[src/core/ircm_pkg.sv]
/*
 Constants, register map and field layout of the infrared carrier modulator.
 Assumes a single pclk domain and an APB slave with 32-bit data, byte addresses.
*/
// Function
// - baseband holds carrier at active level, generator stopped
// - without baseband, carrier toggles per high/low counts
// - baseband select cleared by reset
// - FSK select chooses time/baseband or FSK
// - interrupt request when flag and enable set
// - enable initializes and runs generator and modulator
// - disable finishes current cycle, then stops, output to latch bit
// - period buffers load only at enable and at cycle completion
// - prescaler divides input clock by 1,2,4,8
// - carrier counts in one prescaled-clock steps
// - time mode high and low counts independent
// - FSK swaps count sets on modulator signal
// - modulator counts prescaled clocks divided by 8, or carrier periods
// - modulator output reaches pin while enabled
// - time mode gates primary carrier onto pin
// - baseband mode drives pin from gate only
// - FSK mode alternates sets, carrier gated
// - extended space keeps output deasserted whole cycle
// - disabled pin follows software output latch bit
// - flag set at start and cycle end, read-then-access clears
// - polarity bit selects pin active level
// - prescale field decode 00..11 gives 1..8
package ircm_pkg;
   // Register byte offsets
   localparam logic [7:0] OFS_PRI_HIGH = 8'h00;
   localparam logic [7:0] OFS_PRI_LOW = 8'h04;
   localparam logic [7:0] OFS_SEC_HIGH = 8'h08;
   localparam logic [7:0] OFS_SEC_LOW = 8'h0C;
   localparam logic [7:0] OFS_STATUS_CONTROL = 8'h10;
   localparam logic [7:0] OFS_MARK_HIGH = 8'h14;
   localparam logic [7:0] OFS_MARK_LOW = 8'h18;
   localparam logic [7:0] OFS_SPACE_HIGH = 8'h1C;
   localparam logic [7:0] OFS_SPACE_LOW = 8'h20;
   localparam logic [7:0] OFS_OUTPUT_CONTROL = 8'h24;
   // Output control fields
   localparam int OUTCTL_LATCH_BIT = 0;
   localparam int OUTCTL_POLARITY_BIT = 1;
   // Reset values
   localparam logic [7:0] RST_COUNT = 8'h01;
   localparam logic [7:0] RST_DATA = 8'h00;
   localparam logic [1:0] RST_OUTCTL = 2'h0;
   // Last divider value: eight prescaled clocks per modulator count in time and baseband modes
   localparam logic [2:0] MOD_DIV_LAST = 3'h7;
   // Carrier counter restart value
   localparam logic [7:0] CG_START = 8'h01;
   // Control bits of the status/control register, bits 6..0
   typedef struct packed {
      logic [1:0] prescale;
      logic extended_space_enable;
      logic baseband_select;
      logic fsk_select;
      logic cycle_end_irq_enable;
      logic modulator_enable;
   } ircm_ctl_t;
   localparam ircm_ctl_t RST_CTL = '0;
   // Carrier generator phase
   typedef enum logic {CG_HIGH, CG_LOW} ircm_phase_t;
endpackage

[src/core/ircm_top.sv]
/*
 Infrared carrier modulator: APB register file, prescaler, carrier generator,
 modulator and output stage. Assumes an APB master on pclk and an emitter
 driver on infrared_output_pin.
*/
// The register offsets and the APB register port are this design's own decisions.
`timescale 1ns/1ps
`default_nettype none
module ircm_top
(
   input wire logic pclk,
   input wire logic presetn,
   input wire logic psel,
   input wire logic penable,
   input wire logic pwrite,
   input wire logic [31:0] paddr,
   input wire logic [31:0] pwdata,
   output logic [31:0] prdata,
   output logic pready,
   output logic pslverr,
   output logic infrared_output_pin,
   output logic cycle_end_irq
);
   // Bus phase decode
   logic setup_ph;
   logic access_ph;
   logic [7:0] addr;
   // Software registers
   ircm_pkg::ircm_ctl_t ctl_r;
   logic [7:0] pri_high_r;
   logic [7:0] pri_low_r;
   logic [7:0] sec_high_r;
   logic [7:0] sec_low_r;
   logic [7:0] mark_period_high_byte_r;
   logic [7:0] mark_period_low_byte_r;
   logic [7:0] space_period_high_byte_r;
   logic [7:0] space_period_low_byte_r;
   logic output_latch_bit_r;
   logic output_polarity_r;
   // Flag and its clear sequence
   logic cycle_end_flag_r;
   logic clr_armed_r;
   // Engine state
   logic active_r;
   logic [2:0] presc_cnt_r;
   logic [2:0] mod_div_r;
   logic [7:0] cg_cnt_r;
   ircm_pkg::ircm_phase_t cg_phase_r;
   logic fsk_sec_r;
   logic [16:0] mod_cnt_r;
   logic [15:0] space_r;
   logic exsp_cycle_r;
   // Combinational strobes
   logic start;
   logic tick;
   logic [2:0] presc_last;
   logic cg_run;
   logic [7:0] cg_cmp;
   logic cg_match;
   logic carrier_end;
   logic mod_tick;
   logic cycle_end;
   // Count that the modulator tick about to happen leaves behind
   logic [16:0] mod_cnt_dec;
   logic carrier;
   logic tx;
   logic pin_nxt;
   logic [31:0] rd_nxt;
   logic hit;

   assign setup_ph = psel & ~penable;
   assign access_ph = psel & penable & pready;
   assign addr = paddr[7:0];

   // Address decode for the read mux and error answer
   always_comb
   begin
      rd_nxt = 32'h0000_0000;
      hit = 1'b1;
      unique case (addr)
         ircm_pkg::OFS_PRI_HIGH: rd_nxt[7:0] = pri_high_r;
         ircm_pkg::OFS_PRI_LOW: rd_nxt[7:0] = pri_low_r;
         ircm_pkg::OFS_SEC_HIGH: rd_nxt[7:0] = sec_high_r;
         ircm_pkg::OFS_SEC_LOW: rd_nxt[7:0] = sec_low_r;
         ircm_pkg::OFS_STATUS_CONTROL: rd_nxt[7:0] = {cycle_end_flag_r, ctl_r};
         ircm_pkg::OFS_MARK_HIGH: rd_nxt[7:0] = mark_period_high_byte_r;
         ircm_pkg::OFS_MARK_LOW: rd_nxt[7:0] = mark_period_low_byte_r;
         ircm_pkg::OFS_SPACE_HIGH: rd_nxt[7:0] = space_period_high_byte_r;
         ircm_pkg::OFS_SPACE_LOW: rd_nxt[7:0] = space_period_low_byte_r;
         ircm_pkg::OFS_OUTPUT_CONTROL: rd_nxt[1:0] = {output_polarity_r, output_latch_bit_r};
         default: hit = 1'b0;
      endcase
      // Only aligned words are mapped
      if (paddr[31:8] != 24'h00_0000 || paddr[1:0] != 2'h0)
      begin
         hit = 1'b0;
         rd_nxt = 32'h0000_0000;
      end
   end

   // APB answer: prepared in setup, so the access phase takes one cycle
   always_ff @(posedge pclk or negedge presetn)
   begin
      if (!presetn)
      begin
         pready <= 1'b0;
         pslverr <= 1'b0;
         prdata <= 32'h0000_0000;
      end
      else
      begin
         pready <= setup_ph;
         pslverr <= setup_ph & ~hit;
         prdata <= (setup_ph & ~pwrite) ? rd_nxt : 32'h0000_0000;
      end
   end

   // Control register writes; mode bits are not double buffered
   always_ff @(posedge pclk or negedge presetn)
   begin
      if (!presetn)
         ctl_r <= ircm_pkg::RST_CTL;
      else if (access_ph && pwrite && hit && addr == ircm_pkg::OFS_STATUS_CONTROL)
         ctl_r <= ircm_pkg::ircm_ctl_t'(pwdata[6:0]);
   end

   // Carrier count and modulator data buffers
   always_ff @(posedge pclk or negedge presetn)
   begin
      if (!presetn)
      begin
         pri_high_r <= ircm_pkg::RST_COUNT;
         pri_low_r <= ircm_pkg::RST_COUNT;
         sec_high_r <= ircm_pkg::RST_COUNT;
         sec_low_r <= ircm_pkg::RST_COUNT;
         mark_period_high_byte_r <= ircm_pkg::RST_DATA;
         mark_period_low_byte_r <= ircm_pkg::RST_DATA;
         space_period_high_byte_r <= ircm_pkg::RST_DATA;
         space_period_low_byte_r <= ircm_pkg::RST_DATA;
         output_latch_bit_r <= ircm_pkg::RST_OUTCTL[ircm_pkg::OUTCTL_LATCH_BIT];
         output_polarity_r <= ircm_pkg::RST_OUTCTL[ircm_pkg::OUTCTL_POLARITY_BIT];
      end
      else if (access_ph && pwrite && hit)
      begin
         // Buffers may change any time; the engine samples mark and space at reload, carrier counts live
         unique case (addr)
            ircm_pkg::OFS_PRI_HIGH: pri_high_r <= pwdata[7:0];
            ircm_pkg::OFS_PRI_LOW: pri_low_r <= pwdata[7:0];
            ircm_pkg::OFS_SEC_HIGH: sec_high_r <= pwdata[7:0];
            ircm_pkg::OFS_SEC_LOW: sec_low_r <= pwdata[7:0];
            ircm_pkg::OFS_MARK_HIGH: mark_period_high_byte_r <= pwdata[7:0];
            ircm_pkg::OFS_MARK_LOW: mark_period_low_byte_r <= pwdata[7:0];
            ircm_pkg::OFS_SPACE_HIGH: space_period_high_byte_r <= pwdata[7:0];
            ircm_pkg::OFS_SPACE_LOW: space_period_low_byte_r <= pwdata[7:0];
            ircm_pkg::OFS_OUTPUT_CONTROL:
            begin
               output_latch_bit_r <= pwdata[ircm_pkg::OUTCTL_LATCH_BIT];
               output_polarity_r <= pwdata[ircm_pkg::OUTCTL_POLARITY_BIT];
            end
            default: ;
         endcase
      end
   end

   assign start = ctl_r.modulator_enable & ~active_r;

   assign presc_last = 3'((4'h1 << ctl_r.prescale) - 4'h1);
   assign tick = active_r && (presc_cnt_r == presc_last);

   // Prescaler; halted while idle to save power
   always_ff @(posedge pclk or negedge presetn)
   begin
      if (!presetn)
         presc_cnt_r <= 3'h0;
      else if (!active_r || start)
         presc_cnt_r <= 3'h0;
      else if (tick)
         presc_cnt_r <= 3'h0;
      else
         presc_cnt_r <= presc_cnt_r + 3'h1;
   end

   assign cg_run = tick & ~ctl_r.baseband_select;
   assign cg_cmp = (cg_phase_r == ircm_pkg::CG_HIGH)
                   ? (fsk_sec_r ? sec_high_r : pri_high_r)
                   : (fsk_sec_r ? sec_low_r : pri_low_r);
   assign cg_match = cg_run && (cg_cnt_r == cg_cmp);
   assign carrier_end = cg_match && (cg_phase_r == ircm_pkg::CG_LOW);

   // Carrier generator: up counter restarts at one on each compare
   always_ff @(posedge pclk or negedge presetn)
   begin
      if (!presetn)
      begin
         cg_cnt_r <= ircm_pkg::CG_START;
         cg_phase_r <= ircm_pkg::CG_HIGH;
      end
      else if (start)
      begin
         cg_cnt_r <= ircm_pkg::CG_START;
         cg_phase_r <= ircm_pkg::CG_HIGH;
      end
      else if (cg_match)
      begin
         cg_cnt_r <= ircm_pkg::CG_START;
         cg_phase_r <= (cg_phase_r == ircm_pkg::CG_HIGH) ? ircm_pkg::CG_LOW : ircm_pkg::CG_HIGH;
      end
      else if (cg_run)
         cg_cnt_r <= cg_cnt_r + 8'h01;
   end

   assign carrier = ctl_r.baseband_select | (cg_phase_r == ircm_pkg::CG_HIGH);

   // Divide by eight for time and baseband modulator counts
   always_ff @(posedge pclk or negedge presetn)
   begin
      if (!presetn)
         mod_div_r <= 3'h0;
      else if (start)
         mod_div_r <= 3'h0;
      else if (tick)
         mod_div_r <= mod_div_r + 3'h1;
   end

   assign mod_tick = (ctl_r.fsk_select & ~ctl_r.baseband_select)
                     ? carrier_end
                     : (tick && mod_div_r == ircm_pkg::MOD_DIV_LAST);

   assign mod_cnt_dec = mod_cnt_r - 17'h0_0001;
   // Space is matched on the count this tick produces, so a zero space ends the
   // cycle as the mark runs out and leaves no gap; space then lasts space ticks
   assign cycle_end = active_r & mod_tick & mod_cnt_dec[16] & (~mod_cnt_dec[15:0] == space_r);

   // Modulator down counter and space register
   always_ff @(posedge pclk or negedge presetn)
   begin
      if (!presetn)
      begin
         mod_cnt_r <= 17'h0_0000;
         space_r <= 16'h0000;
      end
      else if (start || cycle_end)
      begin
         mod_cnt_r <= {1'b0, mark_period_high_byte_r, mark_period_low_byte_r};
         space_r <= {space_period_high_byte_r, space_period_low_byte_r};
      end
      else if (active_r && mod_tick)
         mod_cnt_r <= mod_cnt_dec;
   end

   // Run state, FSK set select and extended-space cycle marker
   always_ff @(posedge pclk or negedge presetn)
   begin
      if (!presetn)
      begin
         active_r <= 1'b0;
         fsk_sec_r <= 1'b0;
         exsp_cycle_r <= 1'b0;
      end
      else if (start)
      begin
         active_r <= 1'b1;
         fsk_sec_r <= 1'b0;
         exsp_cycle_r <= ctl_r.extended_space_enable;
      end
      else if (cycle_end)
      begin
         active_r <= ctl_r.modulator_enable;
         fsk_sec_r <= fsk_sec_r ^ (ctl_r.fsk_select & ~ctl_r.baseband_select);
         exsp_cycle_r <= ctl_r.extended_space_enable;
      end
   end

   // Flag clear sequence: a status read arms, a low-byte access clears
   always_ff @(posedge pclk or negedge presetn)
   begin
      if (!presetn)
         clr_armed_r <= 1'b0;
      else if (access_ph && !pwrite && addr == ircm_pkg::OFS_STATUS_CONTROL)
         clr_armed_r <= 1'b1;
      else if (access_ph && (addr == ircm_pkg::OFS_MARK_LOW || addr == ircm_pkg::OFS_SPACE_LOW))
         clr_armed_r <= 1'b0;
   end

   // End-of-cycle flag; a set in the clearing cycle wins
   always_ff @(posedge pclk or negedge presetn)
   begin
      if (!presetn)
         cycle_end_flag_r <= 1'b0;
      else if (start || cycle_end)
         cycle_end_flag_r <= 1'b1;
      else if (clr_armed_r && access_ph &&
               (addr == ircm_pkg::OFS_MARK_LOW || addr == ircm_pkg::OFS_SPACE_LOW))
         cycle_end_flag_r <= 1'b0;
   end

   assign tx = ~mod_cnt_r[16] & ~exsp_cycle_r & carrier;

   // Output stage selects transmitter or latch bit
   always_comb
   begin
      if (active_r)
         pin_nxt = output_polarity_r ? tx : ~tx;
      else
         pin_nxt = output_latch_bit_r;
   end

   always_ff @(posedge pclk or negedge presetn)
   begin
      if (!presetn)
         infrared_output_pin <= 1'b0;
      else
         infrared_output_pin <= pin_nxt;
   end

   // Interrupt request, registered
   always_ff @(posedge pclk or negedge presetn)
   begin
      if (!presetn)
         cycle_end_irq <= 1'b0;
      else
         cycle_end_irq <= cycle_end_flag_r & ctl_r.cycle_end_irq_enable;
   end

endmodule // ircm_top
`default_nettype wire

[config.mk]
export PLATFORM = sky130hd
export DESIGN_NAME = ircm_top
export DESIGN_NICKNAME = d
export VERILOG_FILES = /design/src/core/ircm_pkg.sv /design/src/core/ircm_top.sv
export SDC_FILE = /design/constraint.sdc
export NUM_CORES = 1
export LEC_CHECK = 0
export BUFFER_PORTS_ARGS = -buffer_cell sky130_fd_sc_hd__buf_4
export CORE_ASPECT_RATIO = 1.1
export CORE_MARGIN = 5
export CORE_UTILIZATION = 44
export CTS_CLUSTER_DIAMETER = 150
export CTS_CLUSTER_SIZE = 28
export DETAILED_ROUTE_END_ITERATION = 6
export GPL_TIMING_DRIVEN = 0
export PLACE_DENSITY = 0.71
export SYNTH_ARGS = -nofsm -noshare
export SYNTH_HDL_FRONTEND = slang
export SYNTH_SLANG_ARGS = --single-unit
[constraint.sdc]
create_clock -name pclk -period 9.85 [get_ports pclk]
set_input_delay 1.97 -clock pclk [delete_from_list [all_inputs] [get_ports pclk]]
set_output_delay 1.97 -clock pclk [all_outputs]
set_load 0.02 [all_outputs]
==> results of run 1 <==
## through the flow
step	total power, mW	hold slack (ns)	worst slack (ns)	util	cell area (um^2)
2_1_floorplan	0.598	0.462	6.11	-	7370
3_3_place_gp	0.627	0.477	5.48	0.493	8040
3_5_place_dp	0.630	0.488	5.46	0.495	8070
4_1_cts	1.20	0.496	5.79	0.526	8580
5_1_grt	1.23	0.528	5.62	0.526	8580
6_report	1.19	0.498	5.79	0.526	8580
## power by group
group          switching (mW)  internal, mW  total [mW]
Sequential           0.000191         0.568       0.568
Clock                   0.232         0.341       0.573
Combinational          0.0309        0.0206      0.0515
## synth_stat cells, types with 6 or more instances
library cell / instances / area share
nand4_1: 8 / 0.0069
nor2_1: 30 / 0.015
xnor2_1: 38 / 0.046
a222oi_1: 6 / 0.0082
a31oi_1: 8 / 0.0069
nand3_1: 13 / 0.0089
nor3_1: 13 / 0.0089
mux2_2: 79 / 0.12
a21oi_1: 8 / 0.0055
nand2_1: 24 / 0.012
mux4_2: 8 / 0.025
or3_1: 7 / 0.0060
and3_1: 6 / 0.0052
a22o_1: 9 / 0.011
dfrtp_1: 133 / 0.46
xor2_1: 12 / 0.014
buf_4: 24 / 0.025
nor4_1: 9 / 0.0077
nor2b_1: 6 / 0.0052
inv_1: 9 / 0.0046
a221oi_1: 10 / 0.012
mux2_4: 28 / 0.058
a22oi_1: 10 / 0.010
clkbuf_1: 11 / 0.0057
o21ai_0: 20 / 0.014
## placed cells by master (no fill, tap or decap), drive strengths merged, types with 5 or more instances in the layout
cell	count
a21oi	9
a221oi	10
a222oi	6
a22o	9
a22oi	10
a31oi	8
and3	6
buf	88
clkbuf	32
clkinv	8
conb	24
dfrtp	133
dfstp	5
ha	5
inv	9
mux2	107
mux4	8
nand2	24
nand3	13
nand4	8
nor2	30
nor2b	6
nor3	13
nor4	11
o211ai	5
o21ai	21
or3	7
or4	5
xnor2	38
xor2	12
## cell type report
| class | count | area, um^2 | area share |
|---|---|---|---|
| clock inverter | 9 | 77.6 | 0.00904 |
| tap | 204 | 255 | 0.0297 |
| timing repair buffer | 55 | 437 | 0.0509 |
| buffer | 44 | 289 | 0.0337 |
| sequential | 138 | 3460 | 0.403 |
| inverter | 9 | 33.8 | 0.00394 |
| clock buffer | 21 | 440 | 0.0513 |
| multi-input combinational | 433 | 3590 | 0.418 |
## worst max-delay path, delay by kind of cell, from the launching register on
family / cells / cell delay (ns)
AND/OR/NAND/NOR: 3 / 1.78
flip-flops: 1 / 0.44
AO/OA/AOI/OAI: 2 / 0.84
multiplexers: 2 / 0.58
buffers and inverters: 1 / 0.28
## path summary, 6_finish.rpt
check                       startpoint           end  slack, ns  cells past startpoint
setup / recovery              ctl_r[5]  exsp_cycle_r       5.79                      8
hold / removal             clr_armed_r   clr_armed_r       0.50                      1
setup reg to reg              ctl_r[5]  exsp_cycle_r       5.79                      8
hold reg to reg            clr_armed_r   clr_armed_r       0.50                      1
max in group asynchronous      presetn   cg_cnt_r[0]       7.54                      2
min in group asynchronous      presetn       pslverr       1.50                      1
## per-layer routing
| metal | wire [um] | share of wire | global-route usage |
|---|---|---|---|
| met1 | 7400 | 0.41 | 0.240 |
| met2 | 8990 | 0.49 | 0.317 |
| met3 | 1080 | 0.059 | 0.0384 |
| met4 | 768 | 0.042 | 0.0998 |
| met5 | 0 | 0 | 0 |
## logic make-up after synthesis
family,Yosys count
AOI/OAI and AO/OA,95
xor gates and xnor gates,50
adders and majority gates,5
buffers and inverters,53
DFF,138
muxes,118
other,1
and+or+nand+nor,141
## flip-flops by register name, indices dropped and copies added (netlist names), 3 cells and up
signal,flops
mod_cnt_r,17
space_r,16
cg_cnt_r,8
mark_period_high_byte_r,8
mark_period_low_byte_r,8
prdata,8
pri_high_r,8
pri_low_r,8
sec_high_r,8
sec_low_r,8
space_period_high_byte_r,8
space_period_low_byte_r,8
ctl_r,7
mod_div_r,3
presc_cnt_r,3
==> flow_summary.yaml, run 1 <==
clocking:
  clock_latency_ns: 0.42
  cts_buffer_depth: 2
  htree_levels: 4
  clock_sinks: 138
  clk_pin_slew_ns: 0.06
  root_buffer: "clkbuf_16"
  ctsHoldBuffers: 0
  cts_buffers: 17
  cts.repair.resized: 0
  postCtsSetupBuffers: 0
  cts_tree: "done"
timing:
  fin_crit_sh: 0.413
  finalCriticalPeriod_ns: 4.06
  setup_viol: 0
  slew_headroom: 0.318
  drv_slew: 0
  tns_ns: 0
  clock_skew_ns: 0.00651
  hold_viol_final: 0
  max_freq_ghz: 0.246
  rsz0062_at_grt: "no"
  worst_pin_slew_ns: 1.02
critical_path:
  critPathRequiredTime_ns: 10.15
  path_cells: "or4_1 -> mux2i_1 -> o21ai_2 -> nor3_1 -> nor2_1 -> o31ai_4 -> buf_6 -> mux2_4"
  crit_fanout: 10
  path_class: "flip-flop to flip-flop"
  cp.arrival_ns: 4.37
  cp-start-kind: "flip-flop"
  critPathSlowestCell: "nor3_1"
  worstSetupEndpointType: "flip-flop"
  cpPeakStageDelay_ns: 0.85
min_path:
  hold_class: "flip-flop to flip-flop"
yosys:
  yosys.area_share.simple: 0.107
  synthFlopType: "dfrtp_1"
  yosys.area_share.adder: 0.00858
  ys_seq_elements: 138
  synthCells: 601
  yosysSeqAreaShare: 0.475
  synth_xor_area_frac: 0.0601
  yosys_warnings: 0
  synth.avg_cell_area_um2: 12.1
  synth-compound-area-share: 0.0967
  synth_edf_count: 0
  synth_top_family_by_area: "multiplexers"
  synth_area_um2: 7290
  synthMuxAreaShare: 0.209
  synth_cell_types: 59
  synth-async-reset-ratio: 1.00
layout:
  fillers: 1385
  layout.cells.non_filler: 913
  finalNetCount: 772
  syn_to_final_growth_pct: 17.8
  drive_gt1_frac: 0.343
  antenna_cells: 0
detailed_routing:
  ant_nets: 0
  routedWlPerCell_um: 20.0
  drc: 0
  firstDrtPassIters: 5
  route.vias.total: 5323
  drt-total-wl_mm: 18.2
  drtIter0Drc: 456
  via_per_inst: 5.83
job:
  maxCapViolCount: 0
outcome:
  status: "finished, final reports clean"
placement:
  io_buffers: 54
  hpwl_mm: 13.5
  gp_congestion: 1.02
  dpl.cell_count: 883
global_route:
  antenna_found_initial: 0
  grt_usage: 0.192
  grt_pass1_vias: 5471
  grt_pass1_wl_mm: 29.4
  grt_start_max_net_pins: 85
  grt_remaining_overflow: 0
die:
  io-pin-count: 105
  initial_core_util: 0.447
  coreArea_um2: 16300
  die_h_um: 145
  core.rowCount: 49
  dieArea_um2: 19200
  fp.dieW_um: 133
pwr:
  peakVddDrop_mv: 0.106
  power_density_nw_per_um2: 139
  p_leak_nw: 4.05
No activity file was read; power rests on OpenSTA's default activity.
==> run 2: changes to the inputs <==
Settings changed: ABC_AREA set to 1.
Clock period 9.85 ns to 4.2 ns, I/O delays scaled along.
==> run 2 against run 1 <==
Net effect: global-route usage is 4.3 points higher; utilization is 0.90 points lower; synthesized cell count grew 73%; area after synthesis is 6.4% higher; combinational power increased by 150%; worst hold slack worse by 0.15 ns; power grew 140%; first-iteration DRC count up 46%; routed wire length grew 25%; non-clock buffer count grew 10; sequential cell count unchanged; register-to-register slack got worse by 4.5 ns.
==> flow_summary.yaml, run 2 <==
placement:
  dpl.cell_count: 1352
  pre_cts_ws_ns: 1.08
  gp_congestion: 0.950
  io_buffers: 48
  hpwl_mm: 16.9
layout:
  drive_gt1_frac: 0.149
  finalNetCount: 1207
  mostFrequentLayoutCells: "309 x nand2_1, 133 x dfrtp_1, 117 x inv_1, 117 x nand3_1, 89 x o21ai_0"
  layout_commonest_cell: "nand2_1"
  layout.cells.non_filler: 1385
  reg.largest.list: "mod_cnt_r (17), space_r (16)"
  largest_register_ffs: 17
  syn_to_final_growth_pct: 17.1
  final_util: 0.517
  regMostFlops: "mod_cnt_r"
clocking:
  cts_buffers: 17
  clock_latency_ns: 0.43
  htree_levels: 4
  postCtsSetupBuffers: 0
  cts_buffer_depth: 2
  root_buffer: "clkbuf_16"
  clock_sinks: 138
  ctsHoldBuffers: 0
  cts.repair.resized: 0
  cts_tree: "done"
  clk_pin_slew_ns: 0.06
global_route:
  grt_pass1_wl_mm: 37.0
  antenna_found_initial: 0
  grt_pass1_vias: 7057
  grt_start_max_net_pins: 93
  grt_remaining_overflow: 0
  grt_usage: 0.235
yosys:
  synth.avg_cell_area_um2: 7.44
  ys_seq_elements: 138
  synth_cell_types: 45
  synth_top_area_cell: "dfrtp_1"
  synth_edf_count: 0
  synth-compound-area-share: 0.122
  yosys-top-cells-count: "309 x nand2_1, 133 x dfrtp_1, 117 x inv_1, 117 x nand3_1, 89 x o21ai_0"
  yosys.area_share.simple: 0.303
  synthCells: 1042
  synthFlopType: "dfrtp_1"
  yosys.area_share.adder: 0.00807
  yosysSeqAreaShare: 0.446
  synthMuxAreaShare: 0
  synth_top_family_by_area: "simple AND/OR/NAND/NOR gates"
  synth-async-reset-ratio: 1.00
  synth_xor_area_frac: 0.0113
  synth_area_um2: 7760
  synth.most_common_cell: "nand2_1"
  yosysTopAreaCellShare: 0.429
  synth_area_leaders: "dfrtp_1 43%, nand2_1 15%, nand3_1 7.5%, o21ai_0 5.7%, inv_1 5.7%"
  yosys_warnings: 0
detailed_routing:
  dr_wl_met2_mm: 11.1
  highest_layer: "met4"
  routedWlPerCell_um: 16.5
  drc: 0
  firstDrtPassIters: 5
  wl_met3_mm: 1.47
  drt-total-wl_mm: 22.8
  route.vias.total: 7195
  via_per_inst: 5.19
  m1WireLength_mm: 9.51
  ant_nets: 0
  drtIter0Drc: 666
critical_path:
  crit_top_cell: "nand2_1"
  cp-start-kind: "flip-flop"
  critPathRequiredTime_ns: 4.50
  cpLargestDelayFamily: "simple AND/OR/NAND/NOR gates"
  crit_buf_inv: 3
  cpPeakStageDelay_ns: 0.40
  path_class: "flip-flop to flip-flop"
  crit_fanout: 10
  critPathSlowestCell: "dfrtp_1"
  worstSetupEndpointType: "flip-flop"
  path_cells: "inv_1 -> ha_1 -> nand2_1 -> nand2_1 -> nand2_1 -> nand2_1 -> nand2_1 -> nor2_1 -> nand3b_1 -> nor2_1 -> nand3_1 -> inv_1 -> nand2_2 -> buf_2 -> nand3_1 -> nand3_1"
  cp.arrival_ns: 3.21
pwr:
  p_leak_nw: 4.59
  power_density_nw_per_um2: 316
  peakVddDrop_mv: 0.292
timing:
  whs_ns: 0.351
  tns_ns: 0
  finalCriticalPeriod_ns: 2.91
  setup_slack_ns: 1.29
  clock_skew_ns: 0.0112
  max_freq_ghz: 0.344
  drv_slew: 0
  fin_crit_sh: 0.693
  setup_viol: 0
  hold_viol_final: 0
  worst_pin_slew_ns: 0.696
  rsz0062_at_grt: "no"
  slew_headroom: 0.536
die:
  io-pin-count: 105
  dieArea_um2: 20400
  fp.dieW_um: 137
  core.rowCount: 51
  die_h_um: 149
  initial_core_util: 0.442
  coreArea_um2: 17500
min_path:
  hold_class: "primary input to async pin"
outcome:
  status: "finished, final reports clean"
job:
  maxCapViolCount: 0
run 2: changes by cell type after synthesis, moves of 37 or more:
cell     change
nand2_1    +285
inv_1      +108
nand3_1    +104
mux2_2      -79
o21ai_0     +69
nor2_1      +37
run 2: cell families after synthesis:
group / after synthesis
compound gates: 162
buf+inv: 182
other cells: 1
flops: 138
fa+ha+maj: 5
simple gates: 544
xor+xnor: 10
run 2: path summary, 6_finish.rpt:
check,from,end,slack (ns),cells past startpoint
max in group asynchronous,presetn,pri_high_r[0],3.01,2
max,mod_cnt_r[0],mod_cnt_r[9],1.29,16
max reg2reg,mod_cnt_r[0],mod_cnt_r[9],1.29,16
min,presetn,mod_cnt_r[9],0.35,1
min reg2reg,clr_armed_r,clr_armed_r,0.49,2
min in group pclk,clr_armed_r,clr_armed_r,0.49,2
run 2: area by class of cell:
cell class,instances,area [um^2]
diodes,1,2.50
plain buffers,60,389
clock buffers,23,468
clock inverters,9,76.3
fillers,1723,8470
inverters,122,460
multi-input cells,745,3530
flip-flops and latches,138,3460
well taps,238,298
repair buffers,49,392
run 2: power breakdown:
group / switching (mW) / internal (mW)
clock: 0.573 / 0.840
combinational: 0.0825 / 0.0459
sequential: 0.000449 / 1.33
run 2: stage by stage:
step                area, um^2  total power, mW
detailed placement        8530             1.48
finish                    9080             2.87
global route              9080             2.96
CTS                       9080             2.88
global placement          8500             1.48
floorplan                 7840             1.41
run 2: worst reg2reg max path, cell delays in order (launching register included):
cell and delay, ns:
dfrtp_1 0.40, inv_1 0.20, ha_1 0.38, nand2_1 0.22, nand2_1 0.13, nand2_1 0.08
nand2_1 0.07, nand2_1 0.05, nor2_1 0.17, nand3b_1 0.10, nor2_1 0.10, nand3_1 0.18
inv_1 0.12, nand2_2 0.15, buf_2 0.24, nand3_1 0.12, nand3_1 0.09
run 2: per-layer routing:
layer,vias up,track usage
li1,3503,-
met1,3355,0.299
met2,286,0.389
met3,51,0.0482
met4,0,0.0978
met5,-,0
==> run 3: changes to the inputs <==
Clock period 4.2 ns to 2.8 ns, I/O delays scaled along.
==> run 3 against run 2 <==
Net effect: worst hold slack lost 0.28 ns; cell area grew 0.33%; critical path depth shrank 1; highest routed layer unchanged.
==> flow_summary.yaml, run 3 (synthesized netlist as in run 2, its figures left out) <==
layout:
  finalNetCount: 1207
  fillers: 1724
  regMostFlops: "mod_cnt_r"
  mostFrequentLayoutCells: "309 x nand2_1, 133 x dfrtp_1, 117 x nand3_1, 116 x inv_1, 89 x o21ai_0"
  layout.cells.non_filler: 1385
  layout_commonest_cell: "nand2_1"
  largest_register_ffs: 17
  reg.largest.list: "mod_cnt_r (17), space_r (16)"
  final_area_um2: 9110
  drive_gt1_frac: 0.152
  final_util: 0.519
  syn_to_final_growth_pct: 17.4
timing:
  clock_skew_ns: 0.0105
  drv_slew: 0
  rsz0062_at_grt: "no"
  hold_viol_final: 0
  setup_slack_ns: 0.149
  whs_ns: 0.0682
  worst_pin_slew_ns: 0.719
  finalCriticalPeriod_ns: 2.65
  tns_ns: 0
  fin_crit_sh: 0.947
  slew_headroom: 0.520
  max_freq_ghz: 0.377
  setup_viol: 0
global_route:
  grt_usage: 0.235
  grt_remaining_overflow: 0
  grt_pass1_wl_mm: 37.1
  grt_start_max_net_pins: 93
  grt_pass1_vias: 7059
  antenna_found_initial: 0
critical_path:
  worstSetupEndpointType: "flip-flop"
  path_class: "flip-flop to flip-flop"
  r2r_cells: 15
  cp.arrival_ns: 3.01
  cpPeakStageDelay_ns: 0.41
  critPathRequiredTime_ns: 3.15
  crit_top_cell: "nand2_1"
  crit_buf_inv: 2
  cp-start-kind: "flip-flop"
  crit_fanout: 10
  critPathSlowestCell: "dfrtp_1"
  path_cells: "inv_2 -> ha_4 -> nand2_1 -> nand2_1 -> nand2_1 -> nand2_1 -> nand2_1 -> nor2_1 -> nand3b_1 -> nor2_1 -> nand3_1 -> o21ai_4 -> buf_6 -> nand2_1 -> nand3_1"
  cpLargestDelayFamily: "simple AND/OR/NAND/NOR gates"
  crit_cells: 15
placement:
  io_buffers: 48
  place_area_um2: 8530
  pre_cts_ws_ns: -0.0544
  hpwl_mm: 16.9
  gp_congestion: 0.950
  dpl.cell_count: 1352
clocking:
  root_buffer: "clkbuf_16"
  clk_pin_slew_ns: 0.06
  cts_tree: "done"
  cts_buffer_depth: 2
  cts_buffers: 17
  clock_sinks: 138
  clock_latency_ns: 0.43
  htree_levels: 4
die:
  io-pin-count: 105
  core.rowCount: 51
  initial_core_util: 0.442
  die_h_um: 149
  dieArea_um2: 20400
  fp.dieW_um: 137
  coreArea_um2: 17500
pwr:
  finalPower_mw: 4.31
  power_density_nw_per_um2: 473
  p_leak_nw: 4.59
  peakVddDrop_mv: 0.440
detailed_routing:
  drtIter0Drc: 651
  via_per_inst: 5.22
  route.vias.total: 7228
  routedWlPerCell_um: 16.6
  drc: 0
  ant_nets: 0
  firstDrtPassIters: 5
  drt-total-wl_mm: 22.9
outcome:
  status: "finished, final reports clean"
job:
  maxCapViolCount: 0
min_path:
  hold_class: "primary input to async pin"
run 3: cell counts in the layout (fill, tap and decap cells not counted):
No cell type changed its count.
run 3: report_power, final:
group / internal (mW) / total [mW] / switching [mW]
clock: 1.26 / 2.12 / 0.860
sequential: 2.00 / 2.00 / 0.000679
combinational: 0.0689 / 0.193 / 0.124
run 3: cell type report:
| cell class | count | area (um^2) | area share |
|---|---|---|---|
| multi-input combinational | 745 | 3560 | 0.391 |
| sequential | 138 | 3460 | 0.380 |
| clock buffer | 23 | 468 | 0.0514 |
| inverter | 122 | 460 | 0.0505 |
| timing repair buffer | 49 | 392 | 0.0430 |
| buffer | 60 | 392 | 0.0430 |
| tap | 238 | 298 | 0.0327 |
| clock inverter | 9 | 76.3 | 0.00838 |
| antenna | 1 | 2.50 | 0.000275 |
run 3: worst reg2reg max path: cells and delay by family, from the launching register on:
family | cells | cell delay, ns
buffers and inverters | 2 | 0.37
and+or+nand+nor | 11 | 1.23
AOI/OAI and AO/OA | 1 | 0.36
adders and majority gates | 1 | 0.21
DFF | 1 | 0.41
run 3: repair_timing:
action	in CTS	in global routing
hold endpoints to repair	0	0
hold buffers	0	0
setup endpoints to repair	32	37
gates resized for setup	1	7
setup buffers	0	0
run 3: path summary, 6_finish.rpt:
kind / from / slack (ns) / endpoint
max: mod_cnt_r[0] / 0.15 / mod_cnt_r[5]
min: presetn / 0.07 / mod_cnt_r[9]
max reg2reg: mod_cnt_r[0] / 0.15 / mod_cnt_r[5]
min reg2reg: clr_armed_r / 0.49 / clr_armed_r
max in group asynchronous: presetn / 1.90 / pri_high_r[0]
min in group pclk: penable / 0.31 / pready
run 3: layer usage:
layer,part of all wire,GRT usage,vias up
met1,0.41,0.299,3379
met2,0.49,0.390,294
met5,0,0,-
met3,0.065,0.0482,55
li1,-,-,3500
met4,0.031,0.0978,0
